### src/common/acc_consts.svh
// Register offsets, reset values and timing counts of the calibration coefficient block.
`ifndef ACC_CONSTS_SVH
`define ACC_CONSTS_SVH
`define ACC_OFS_TEMP_OFFSET 32'hFFFF0538
`define ACC_OFS_CUR_GAIN 32'hFFFF053C
`define ACC_OFS_MODE 32'hFFFF0560
`define ACC_OFS_STATUS 32'hFFFF0564
`define ACC_MODE_ENABLE_BIT 0
`define ACC_MODE_LSB 1
`define ACC_MODE_MSB 2
`define ACC_RST_MODE 3'h0
`define ACC_IDLE_TIME_NS 23000
`define ACC_CLK_PERIOD_NS 5
`define ACC_IDLE_CYCLES ((`ACC_IDLE_TIME_NS + `ACC_CLK_PERIOD_NS - 1) / `ACC_CLK_PERIOD_NS)
`define ACC_CAL_CYCLES 16
`endif

### src/common/acc_pkg.sv
// Types shared by the calibration coefficient block.
package acc_pkg;
   typedef enum logic [1:0] {
      ACC_MODE_IDLE = 2'h0,
      ACC_MODE_RUN = 2'h1,
      ACC_MODE_CAL_TOFS = 2'h2,
      ACC_MODE_CAL_IGAIN = 2'h3
   } acc_mode_type;
   typedef enum logic [2:0] {
      ACC_ST_IDLE = 3'h1,
      ACC_ST_RUN = 3'h2,
      ACC_ST_CAL = 3'h4
   } acc_state_type;
endpackage

### src/hw/acc_coef_reg.sv
// One 16-bit calibration coefficient with factory default, calibration load and gated write.
`timescale 1ns/10ps
`include "acc_consts.svh"
module acc_coef_reg #(
   parameter int WIDTH = 16
) (
   input wire logic clk,
   input wire logic rst_n,
   input wire logic [WIDTH-1:0] factory_value,
   input wire logic load_default,
   input wire logic cal_load,
   input wire logic [WIDTH-1:0] cal_value,
   input wire logic sw_write,
   input wire logic [WIDTH-1:0] sw_value,
   output logic [WIDTH-1:0] coef
);
   logic [WIDTH-1:0] next_coef;

   if (WIDTH < 1 || WIDTH > 32) begin : g_bad_width
      $error("acc_coef_reg: WIDTH out of range");
   end

   always_comb begin
      next_coef = coef;
      if (load_default) begin
         next_coef = factory_value;
      end else if (cal_load) begin
         next_coef = cal_value;
      end else if (sw_write) begin
         next_coef = sw_value;
      end
   end

   always_ff @(posedge clk) begin
      if (!rst_n) begin
         coef <= '0;
      end else begin
         coef <= next_coef;
      end
   end
endmodule

### src/hw/acc_calib_regs.sv
// AHB-Lite register block holding temperature offset and current gain calibration coefficients.
//
// Functional notes
// - Keep a 16-bit temperature channel offset coefficient, applied to its conversions.
// - Keep a 16-bit current channel gain coefficient scaling each result.
// - Load both coefficients with factory defaults at power-on.
// - Temperature offset calibration started via mode register overwrites the offset coefficient.
// - Current gain calibration started via mode register overwrites the gain coefficient.
`timescale 1ns/10ps
`include "acc_consts.svh"
module acc_calib_regs #(
   parameter int IDLE_CYCLES = `ACC_IDLE_CYCLES,
   parameter int CAL_CYCLES = `ACC_CAL_CYCLES,
   parameter logic [15:0] TEMP_OFFSET_FACTORY = 16'h8000,
   parameter logic [15:0] CUR_GAIN_FACTORY = 16'h5555
) (
   input wire logic CLK,
   input wire logic RST_N,
   input wire logic HSEL,
   input wire logic [31:0] HADDR,
   input wire logic [1:0] HTRANS,
   input wire logic HWRITE,
   input wire logic [2:0] HSIZE,
   input wire logic [31:0] HWDATA,
   input wire logic HREADY,
   output logic [31:0] HRDATA,
   output logic HREADYOUT,
   output logic HRESP,
   input wire logic [15:0] TEMP_CAL_RESULT,
   input wire logic [15:0] CUR_CAL_RESULT,
   input wire logic [15:0] TEMP_RAW,
   input wire logic [15:0] CUR_RAW,
   output logic [15:0] TEMP_OFFSET_COEF,
   output logic [15:0] CUR_GAIN_COEF,
   output logic [15:0] TEMP_CORRECTED,
   output logic [15:0] CUR_SCALED
);
   ////////////////////////////////////////////////////////////////////////////////
   // The idle and calibration timers are 16 bits wide, so larger counts cannot be served.
   if (IDLE_CYCLES < 1 || IDLE_CYCLES > 65535) begin : g_bad_idle
      $error("acc_calib_regs: bad IDLE_CYCLES");
   end
   if (CAL_CYCLES < 1 || CAL_CYCLES > 65535) begin : g_bad_cal
      $error("acc_calib_regs: bad CAL_CYCLES");
   end

   logic wr_pend, next_wr_pend;
   logic [31:0] wr_addr, next_wr_addr;
   logic [31:0] rdata, next_rdata;
   logic [2:0] mode_reg, next_mode_reg;
   acc_pkg::acc_state_type state, next_state;
   logic [15:0] idle_cnt, next_idle_cnt;
   logic [15:0] cal_cnt, next_cal_cnt;
   logic cal_is_gain, next_cal_is_gain;
   logic por_done, next_por_done;
   logic [15:0] temp_coef, cur_coef;
   logic [15:0] temp_out, next_temp_out, cur_out, next_cur_out;
   logic [15:0] temp_corr, next_temp_corr, cur_scl, next_cur_scl;
   logic [31:0] cur_product;
   logic addr_phase, write_ok, idle_ready, wr_temp, wr_cur;
   logic cal_tofs_done, cal_igain_done;
   acc_pkg::acc_mode_type mode_field;

   ////////////////////////////////////////////////////////////////////////////////
   // Bus slave: every transfer completes with no wait state and OKAY.
   assign addr_phase = HSEL && HREADY && HTRANS[1];
   assign mode_field = acc_pkg::acc_mode_type'(mode_reg[`ACC_MODE_MSB:`ACC_MODE_LSB]);
   assign idle_ready = (idle_cnt >= 16'(IDLE_CYCLES));
   // The gate is checked when the data arrive, so it holds for the cycle the value lands.
   assign write_ok = mode_reg[`ACC_MODE_ENABLE_BIT] && (state == acc_pkg::ACC_ST_IDLE)
                     && idle_ready;
   assign wr_temp = wr_pend && (wr_addr == `ACC_OFS_TEMP_OFFSET) && write_ok;
   assign wr_cur = wr_pend && (wr_addr == `ACC_OFS_CUR_GAIN) && write_ok;

   always_comb begin
      next_wr_pend = addr_phase && HWRITE;
      next_wr_addr = addr_phase ? HADDR : wr_addr;
      next_rdata = rdata;
      if (addr_phase && !HWRITE) begin
         case (HADDR)
            `ACC_OFS_TEMP_OFFSET: next_rdata = {16'h0000, temp_coef};
            `ACC_OFS_CUR_GAIN: next_rdata = {16'h0000, cur_coef};
            `ACC_OFS_MODE: next_rdata = {29'h0, mode_reg};
            `ACC_OFS_STATUS: next_rdata = {16'h0000, idle_cnt[15:3], state};
            default: next_rdata = 32'h00000000;
         endcase
      end
      next_mode_reg = mode_reg;
      if (wr_pend && wr_addr == `ACC_OFS_MODE) begin
         next_mode_reg = HWDATA[2:0];
      end else if (cal_tofs_done || cal_igain_done) begin
         // A finished calibration returns the converter to idle, as software expects.
         next_mode_reg = {mode_reg[2] & 1'b0, 1'b0, mode_reg[0]};
      end
   end

   always_ff @(posedge CLK) begin
      if (!RST_N) begin
         wr_pend <= 1'b0;
         wr_addr <= 32'h00000000;
         rdata <= 32'h00000000;
         mode_reg <= `ACC_RST_MODE;
      end else begin
         wr_pend <= next_wr_pend;
         wr_addr <= next_wr_addr;
         rdata <= next_rdata;
         mode_reg <= next_mode_reg;
      end
   end

   ////////////////////////////////////////////////////////////////////////////////
   // Converter sequencer: idle timer and calibration runs.
   always_comb begin
      next_state = state;
      next_idle_cnt = idle_cnt;
      next_cal_cnt = cal_cnt;
      next_cal_is_gain = cal_is_gain;
      cal_tofs_done = 1'b0;
      cal_igain_done = 1'b0;
      case (state)
         acc_pkg::ACC_ST_IDLE: begin
            if (!mode_reg[`ACC_MODE_ENABLE_BIT]) begin
               next_idle_cnt = 16'h0000;
            end else if (mode_field == acc_pkg::ACC_MODE_IDLE) begin
               if (!idle_ready) next_idle_cnt = idle_cnt + 16'h0001;
            end else if (mode_field == acc_pkg::ACC_MODE_RUN) begin
               next_state = acc_pkg::ACC_ST_RUN;
               next_idle_cnt = 16'h0000;
            end else begin
               next_state = acc_pkg::ACC_ST_CAL;
               next_cal_cnt = 16'h0000;
               next_idle_cnt = 16'h0000;
               next_cal_is_gain = (mode_field == acc_pkg::ACC_MODE_CAL_IGAIN);
            end
         end
         acc_pkg::ACC_ST_RUN: begin
            if (!mode_reg[`ACC_MODE_ENABLE_BIT] || mode_field != acc_pkg::ACC_MODE_RUN) begin
               next_state = acc_pkg::ACC_ST_IDLE;
               next_idle_cnt = 16'h0000;
            end
         end
         acc_pkg::ACC_ST_CAL: begin
            if (!mode_reg[`ACC_MODE_ENABLE_BIT]) begin
               next_state = acc_pkg::ACC_ST_IDLE;
            end else if (cal_cnt == 16'(CAL_CYCLES - 1)) begin
               cal_tofs_done = !cal_is_gain;
               cal_igain_done = cal_is_gain;
               next_state = acc_pkg::ACC_ST_IDLE;
               next_idle_cnt = 16'h0000;
            end else begin
               next_cal_cnt = cal_cnt + 16'h0001;
            end
         end
         default: begin
            next_state = acc_pkg::ACC_ST_IDLE;
            next_idle_cnt = 16'h0000;
         end
      endcase
   end

   always_ff @(posedge CLK) begin
      if (!RST_N) begin
         state <= acc_pkg::ACC_ST_IDLE;
         idle_cnt <= 16'h0000;
         cal_cnt <= 16'h0000;
         cal_is_gain <= 1'b0;
      end else begin
         state <= next_state;
         idle_cnt <= next_idle_cnt;
         cal_cnt <= next_cal_cnt;
         cal_is_gain <= next_cal_is_gain;
      end
   end

   ////////////////////////////////////////////////////////////////////////////////
   // Coefficients. Factory values land in the first cycle after reset release.
   always_comb begin
      next_por_done = 1'b1;
   end

   always_ff @(posedge CLK) begin
      if (!RST_N) begin
         por_done <= 1'b0;
      end else begin
         por_done <= next_por_done;
      end
   end

   acc_coef_reg #(.WIDTH(16)) u_temp_offset (
      .clk(CLK),
      .rst_n(RST_N),
      .factory_value(TEMP_OFFSET_FACTORY),
      .load_default(!por_done),
      .cal_load(cal_tofs_done),
      .cal_value(TEMP_CAL_RESULT),
      .sw_write(wr_temp),
      .sw_value(HWDATA[15:0]),
      .coef(temp_coef)
   );

   acc_coef_reg #(.WIDTH(16)) u_cur_gain (
      .clk(CLK),
      .rst_n(RST_N),
      .factory_value(CUR_GAIN_FACTORY),
      .load_default(!por_done),
      .cal_load(cal_igain_done),
      .cal_value(CUR_CAL_RESULT),
      .sw_write(wr_cur),
      .sw_value(HWDATA[15:0]),
      .coef(cur_coef)
   );

   // Gain is unsigned Q1.15; results saturate rather than wrap.
   assign cur_product = CUR_RAW * cur_coef;

   always_comb begin
      next_temp_out = temp_coef;
      next_cur_out = cur_coef;
      next_temp_corr = TEMP_RAW - (temp_coef - 16'h8000);
      next_cur_scl = (cur_product[31]) ? 16'hFFFF : cur_product[30:15];
   end

   always_ff @(posedge CLK) begin
      if (!RST_N) begin
         temp_out <= 16'h0000;
         cur_out <= 16'h0000;
         temp_corr <= 16'h0000;
         cur_scl <= 16'h0000;
      end else begin
         temp_out <= next_temp_out;
         cur_out <= next_cur_out;
         temp_corr <= next_temp_corr;
         cur_scl <= next_cur_scl;
      end
   end

   assign TEMP_OFFSET_COEF = temp_out;
   assign CUR_GAIN_COEF = cur_out;
   assign TEMP_CORRECTED = temp_corr;
   assign CUR_SCALED = cur_scl;
   assign HRDATA = rdata;
   assign HREADYOUT = 1'b1;
   assign HRESP = 1'b0;
endmodule

### config.mk
export PLATFORM = sky130hd
export DESIGN_NAME = acc_calib_regs
export DESIGN_NICKNAME = d
export VERILOG_FILES = /design/src/common/acc_pkg.sv /design/src/hw/acc_coef_reg.sv /design/src/hw/acc_calib_regs.sv
export VERILOG_INCLUDE_DIRS = /design/src /design/src/common
export SDC_FILE = /design/constraint.sdc
export NUM_CORES = 1
export LEC_CHECK = 0
export BUFFER_PORTS_ARGS = -buffer_cell sky130_fd_sc_hd__clkbuf_2
export CORE_ASPECT_RATIO = 0.8
export CORE_MARGIN = 5
export CORE_UTILIZATION = 44
export DETAILED_ROUTE_END_ITERATION = 6
export GPL_TIMING_DRIVEN = 0
export PLACE_DENSITY_LB_ADDON = 0.25
export SLEW_MARGIN = 15
export SYNTH_ARGS = -nofsm -noshare
export SYNTH_HDL_FRONTEND = slang
export SYNTH_SLANG_ARGS = --single-unit
### constraint.sdc
create_clock -name CLK -period 9.45 [get_ports CLK]
set_clock_uncertainty 0.05 [all_clocks]
set_input_delay 0.945 -clock CLK [delete_from_list [all_inputs] [get_ports CLK]]
set_output_delay 0.945 -clock CLK [all_outputs]
set_load 0.01 [all_outputs]
### Word level (Yosys, flattened, before mapping)

Cells that the tools add are included.

* $add $sub $neg: 4
* multipliers: 1
* magnitude comparators: 1
* equality and inequality tests: 25
* multiplexer cells: 37
* bitwise logic cells: 2
* reduce and logical (&&, ||, !) cells: 26

Operators with widths (number)
* two-way mux 16 bit: 17
* equality test 32 bit (second input constant): 7
* one-hot mux 16 bit (4 select lines): 1
* one-hot mux 16 bit (3 select lines): 1
* adder 16 x 1 -> 16 bit (second input constant): 2
* multiplier 16 x 16 -> 32 bit: 1
* one-hot mux 16 bit (2 select lines): 1
* two-way mux 3 bit: 8
* equality test 16 x 4 -> 1 bit (second input constant): 1
* greater-or-equal comparator 16 x 13 -> 1 bit (second input constant): 1
* subtractor 16 bit: 1
* subtractor 16 bit (second input constant): 1
* two-way mux 15 bit: 1
* inequality test 2 bit (second input constant): 7
* AND reduction 4 bit: 3
* logical AND 1 bit: 11
* one-hot mux 3 bit (3 select lines): 1
* nonzero test 2 bit: 4
* two-way mux 1 bit: 7
* inequality test 3 x 1 -> 1 bit (second input constant): 2
* AND reduction 6 bit: 1
* inequality test 4 bit (second input constant): 1
* equality test 3 x 1 -> 1 bit (second input constant): 1
* equality test 3 x 2 -> 1 bit (second input constant): 1
* other kinds (10): 14

* flip-flop bits (word level): 201
* input bits: 138
* output and inout bits: 98
* word-level logic and storage cells: 114

### Logic depth before layout (Yosys ltp)

* word-level depth: 7
* mapped depth: 24
* mapped depth without buffers: 22

### Cells and area by module

From an unflattened synthesis, not the netlist that was laid out.

* cells, all modules: 1877
* area, all modules: 16593.4 um^2

By module, submodules not included
* acc_calib_regs: instances 1, cells an instance 1701, area each 14799.2 um^2, sequential area each 3062.9 um^2
* acc_coef_reg: instances 2, cells an instance 88, area each 897.1 um^2, sequential area each 320.3 um^2

### Worst setup path before layout

OpenSTA, ideal clock, no wires.

* path kind: in2reg
* start: in CUR_RAW[10]
* end: reg cur_scl[13], in the netlist CUR_SCALED[13]
* setup time: 0.134 ns
* data arrival time: 6.510 ns
* required time: 9.266 ns
* path slack: 2.756 ns
* cell stages on the path: 21
* path buffers: 2
* cells stage by stage: clkbuf_1 > nand2_1 > fa_1 > fa_1 > fa_1 > fa_1 > inv_1 > fa_1 > inv_1 > fa_1 > inv_1 > ha_1 > nand2_1 > nor4_1 > a22oi_1 > a21oi_1 > and4bb_2 > o31a_1 > buf_2 > mux2i_1 > o211ai_1

* longest elaborated chain between the ends: 2

RTL lines
* from (decl): RTL line acc_calib_regs.sv:32 `input wire logic [15:0] CUR_RAW,`
* multiplier 16 x 16 -> 32 bit: RTL line acc_calib_regs.sv:214 `assign cur_product = CUR_RAW * cur_coef;`
* two-way mux 16 bit: RTL line acc_calib_regs.sv:220 `next_cur_scl = (cur_product[31]) ? 16'hFFFF : cur_product[30:15];`
* to (signal assigned): RTL line acc_calib_regs.sv:233 `cur_scl <= next_cur_scl;`
* to (decl): RTL line acc_calib_regs.sv:58 `logic [15:0] temp_corr, next_temp_corr, cur_scl, next_cur_scl;`

Every way passes these cells.
A chain may end at the register's enable or synchronous reset.

### Final worst setup path

* start: reg u_cur_gain.coef[10]
* end: reg cur_scl[4], in the netlist CUR_SCALED[4]

* longest elaborated chain between the ends: 2

RTL lines
* from (decl): RTL line acc_coef_reg.sv:15 `output logic [WIDTH-1:0] coef`
* from (signal assigned): RTL line acc_coef_reg.sv:38 `coef <= next_coef;`
* multiplier 16 x 16 -> 32 bit: RTL line acc_calib_regs.sv:214
* two-way mux 16 bit: RTL line acc_calib_regs.sv:220

Every way passes these cells.

==> flow_summary.toml <==
[timing]
totalNegativeSetupSlack_ns = 0
fin_crit_sh_pct = 81.1
setup_viol = 0
fin_crit_ns = 7.66
slew_headroom_pct = 28.7
tightest_slew_ns = 1.06
rsz0062_at_grt = "false"
fmax_ghz = 0.131
slew_violations = 0
finalHoldViolations = 0

[worst_setup_path]
rr_worst_depth = 22
r2r_setup_slack_ns = 1.79
cp.arrival_ns = 7.92
worstSetupEndpointType = "flip-flop"
crit_path_max_fanout = 10
start_kind = "flip-flop"
required_ns = 9.71
crit_type = "reg -> reg"
cp-endpoint = "CUR_SCALED[4]$_SDFF_PN0_"
timing.rr.start = "u_cur_gain.coef[10]$_SDFFE_PN0P_"
reg2reg_to = "CUR_SCALED[4]$_SDFF_PN0_"
startpoint = "u_cur_gain.coef[10]$_SDFFE_PN0P_"

[synthesis]
synth-seq-area-share_pct = 22.5
syn_inst = 1857
yosysWarnings = 0
ys_types = 76
synth.area.top_cells = "fa_1, dfxtp_1, ha_1, inv_1, nand2_1"
async_reset_ff_share_pct = 0
yosys_register_bits = 185
synth.avg_cell_area_um2 = 8.85
yosys.area.top_type = "fa_1"
synth_edf_count = 0
netlist_area_um2 = 16400
synthFlopType = "dfxtp_1"
synth_top_area_share_pct = 23.6

[clock_tree]
ctsResizeCount = 0
postCtsSetupRepairBufs = 0
cts.sinks = 185
clock_latency_ns = 0.45
cts_made_buffers = 17
cts_root_buf = "clkbuf_16"
htreeDepth = 4
clockBufferDepth = 2
clk_pin_slew_worst_paths_ns = 0.08
ctsHoldBuffers = 0
cts_tree = "built"

[routing]
drt-total-wl_um = 47600
routedWlPerCell_um = 18.4
dr.pass1.iters = 5
first_iter_violations = 984
drtAntennaViolNets = 0
vias = 13600
drc = 0
via_per_inst = 5.24

[min_path]
whs_path_depth = 2
hold_path.class = "reg -> reg"

[place]
dp_hpwl_um = 39100
port_buffers = 197
place.gp.congestion = 0.910

[pwr]
p_total_mw = 2.43
p_leak_nw = 8.69
p_per_area_nw_per_um2 = 130
peakVddDrop_uv = 101

[die]
std_cell_rows = 63
core_area_um2 = 37000
dieWidth_um = 226
die_area_um2 = 41300
io_pins = 236
start_util_pct = 44.5
die_h_um = 183

[global_route]
grt_util_all_layers_pct = 23.2
antenna_found_initial = 2
grt_pass1_vias = 13900
grt_max_degree = 19
grt_pass1_wl_um = 76000
overflow = 0

[cells_and_area]
nNetsFinal = 2554
syn2layout_area_growth_pct = 13.5
largest_register_ffs = 32
drive_gt1_share_pct = 13.4
antenna_cells = 0
finalCoreUtilization_pct = 50.5
top_register = "wr_addr"

[flow_run]
cap_violations = 0

[run_status]
status = "completed"
-- cell usage after synthesis, types with 3 or more instances --
cell type,n
inv_1,264
nand2_1,260
fa_1,194
dfxtp_1,185
and2_1,139
ha_1,133
nor2_1,107
clkbuf_1,81
a21oi_1,70
mux2i_1,36
xnor2_1,33
nor3_1,30
a211oi_1,27
o21ai_0,27
xor2_1,24
nand3_1,22
buf_4,19
nand4_1,18
a21o_1,17
a22oi_1,17
a22o_1,12
o211ai_1,11
and3_1,9
a311oi_1,7
o21bai_1,7
buf_2,6
mux2_2,6
nand2b_1,6
nor4bb_1,5
o21a_1,5
or4_1,5
buf_6,4
nand3b_1,4
nand4b_1,4
nor4_1,4
a221oi_1,3
mux2_4,3
nor2b_1,3
o41ai_1,3
-- power breakdown --
group	internal [mW]	switching (mW)	total (mW)
registers	0.819	0.0174	0.836
clock network	0.348	0.339	0.687
logic	0.349	0.557	0.906
-- routing by layer --
metal	global-route usage, %	routed length [µm]	up-vias
met5	0	0	-
met4	5.44	863	0
met3	5.01	3780	58
met2	35.5	20700	470
met1	34.0	22200	6655
li1	-	-	6386
-- layout make-up --
class | count | area [µm²]
Inverter | 264 | 991
Timing Repair Buffer | 197 | 986
Multi-Input combinational cell | 1312 | 11300
Tap cell | 487 | 609
Buffer | 112 | 541
Fill cell | 3495 | 18300
Sequential cell | 185 | 3700
Clock buffer | 17 | 425
Clock inverter | 15 | 140
-- layout by cell type (no fill, tap or decap), types with 6 or more instances in the layout --
cell / n
a22o_1: 12
nand2_1: 260
nand4_1: 18
o21ai_0: 27
and3_1: 9
nand2b_1: 6
ha_1: 133
mux2_2: 6
a211oi_1: 27
o211ai_1: 11
a21oi_1: 70
clkbuf_1: 81
conb_1: 18
a311oi_1: 7
nor3_1: 30
inv_1: 264
nor2_1: 107
clkinv_4: 6
fa_1: 194
a22oi_1: 17
xnor2_1: 33
mux2i_1: 36
clkbuf_2: 197
xor2_1: 24
clkbuf_16: 17
nand3_1: 22
buf_4: 19
and2_1: 139
buf_2: 6
a21o_1: 17
dfxtp_1: 185
o21bai_1: 7
-- worst min-delay path by stage --
stage / slack (ns) / startpoint / to
6_report: 0.40 / idle_cnt[15]$_SDFFE_PN0P_ / idle_cnt[15]$_SDFFE_PN0P_
5_1_grt: 0.41 / idle_cnt[14]$_SDFFE_PN0P_ / idle_cnt[14]$_SDFFE_PN0P_
2_1_floorplan: 0.37 / idle_cnt[14]$_SDFFE_PN0P_ / idle_cnt[14]$_SDFFE_PN0P_
3_5_place_dp: 0.39 / idle_cnt[14]$_SDFFE_PN0P_ / idle_cnt[14]$_SDFFE_PN0P_
3_3_place_gp: 0.38 / idle_cnt[14]$_SDFFE_PN0P_ / idle_cnt[14]$_SDFFE_PN0P_
4_1_cts: 0.40 / idle_cnt[14]$_SDFFE_PN0P_ / idle_cnt[14]$_SDFFE_PN0P_
-- critical path: stages, from the launching register on --
cell and delay (ns):
dfxtp_1 0.31, clkbuf_1 0.63, clkbuf_1 0.54, nand2_1 0.16, fa_1 0.56, inv_1 0.05
fa_1 0.56, fa_1 0.44, fa_1 0.46, fa_1 0.49, inv_1 0.05, fa_1 0.47
inv_1 0.04, ha_1 0.34, nand4_1 0.13, nor2_1 0.06, a22oi_1 0.59, a21oi_1 0.19
and4bb_2 0.38, o31a_1 0.27, buf_2 0.26, nor3_1 0.07, a311oi_1 0.40
-- cell families (layout without fill, tap and decap cells) --
| group | after synthesis | in the layout | synth area share [%] |
|---|---|---|---|
| compound gates | 229 | 229 | 9.34 |
| xor+xnor | 57 | 57 | 3.04 |
| fa+ha+maj | 327 | 327 | 33.7 |
| buf+inv | 376 | 605 | 9.32 |
| flops | 185 | 185 | 22.5 |
| mux | 45 | 45 | 2.88 |
| other cells | 2 | 18 | 0.0457 |
| simple gates | 636 | 636 | 19.1 |
-- through the flow --
stage                     instances  hold WS, ns  instance area [µm²]  setup WS, ns
after floorplan                1873        0.371                16500          2.76
after global placement         2557        0.382                18100          1.56
after detailed placement       2557        0.388                18100          1.58
after CTS                      2589        0.400                18700          1.93
after global routing           2589        0.410                18700          1.49
final                          2589        0.403                18700          1.79
Note: power is estimated with default switching activity, not from simulation.
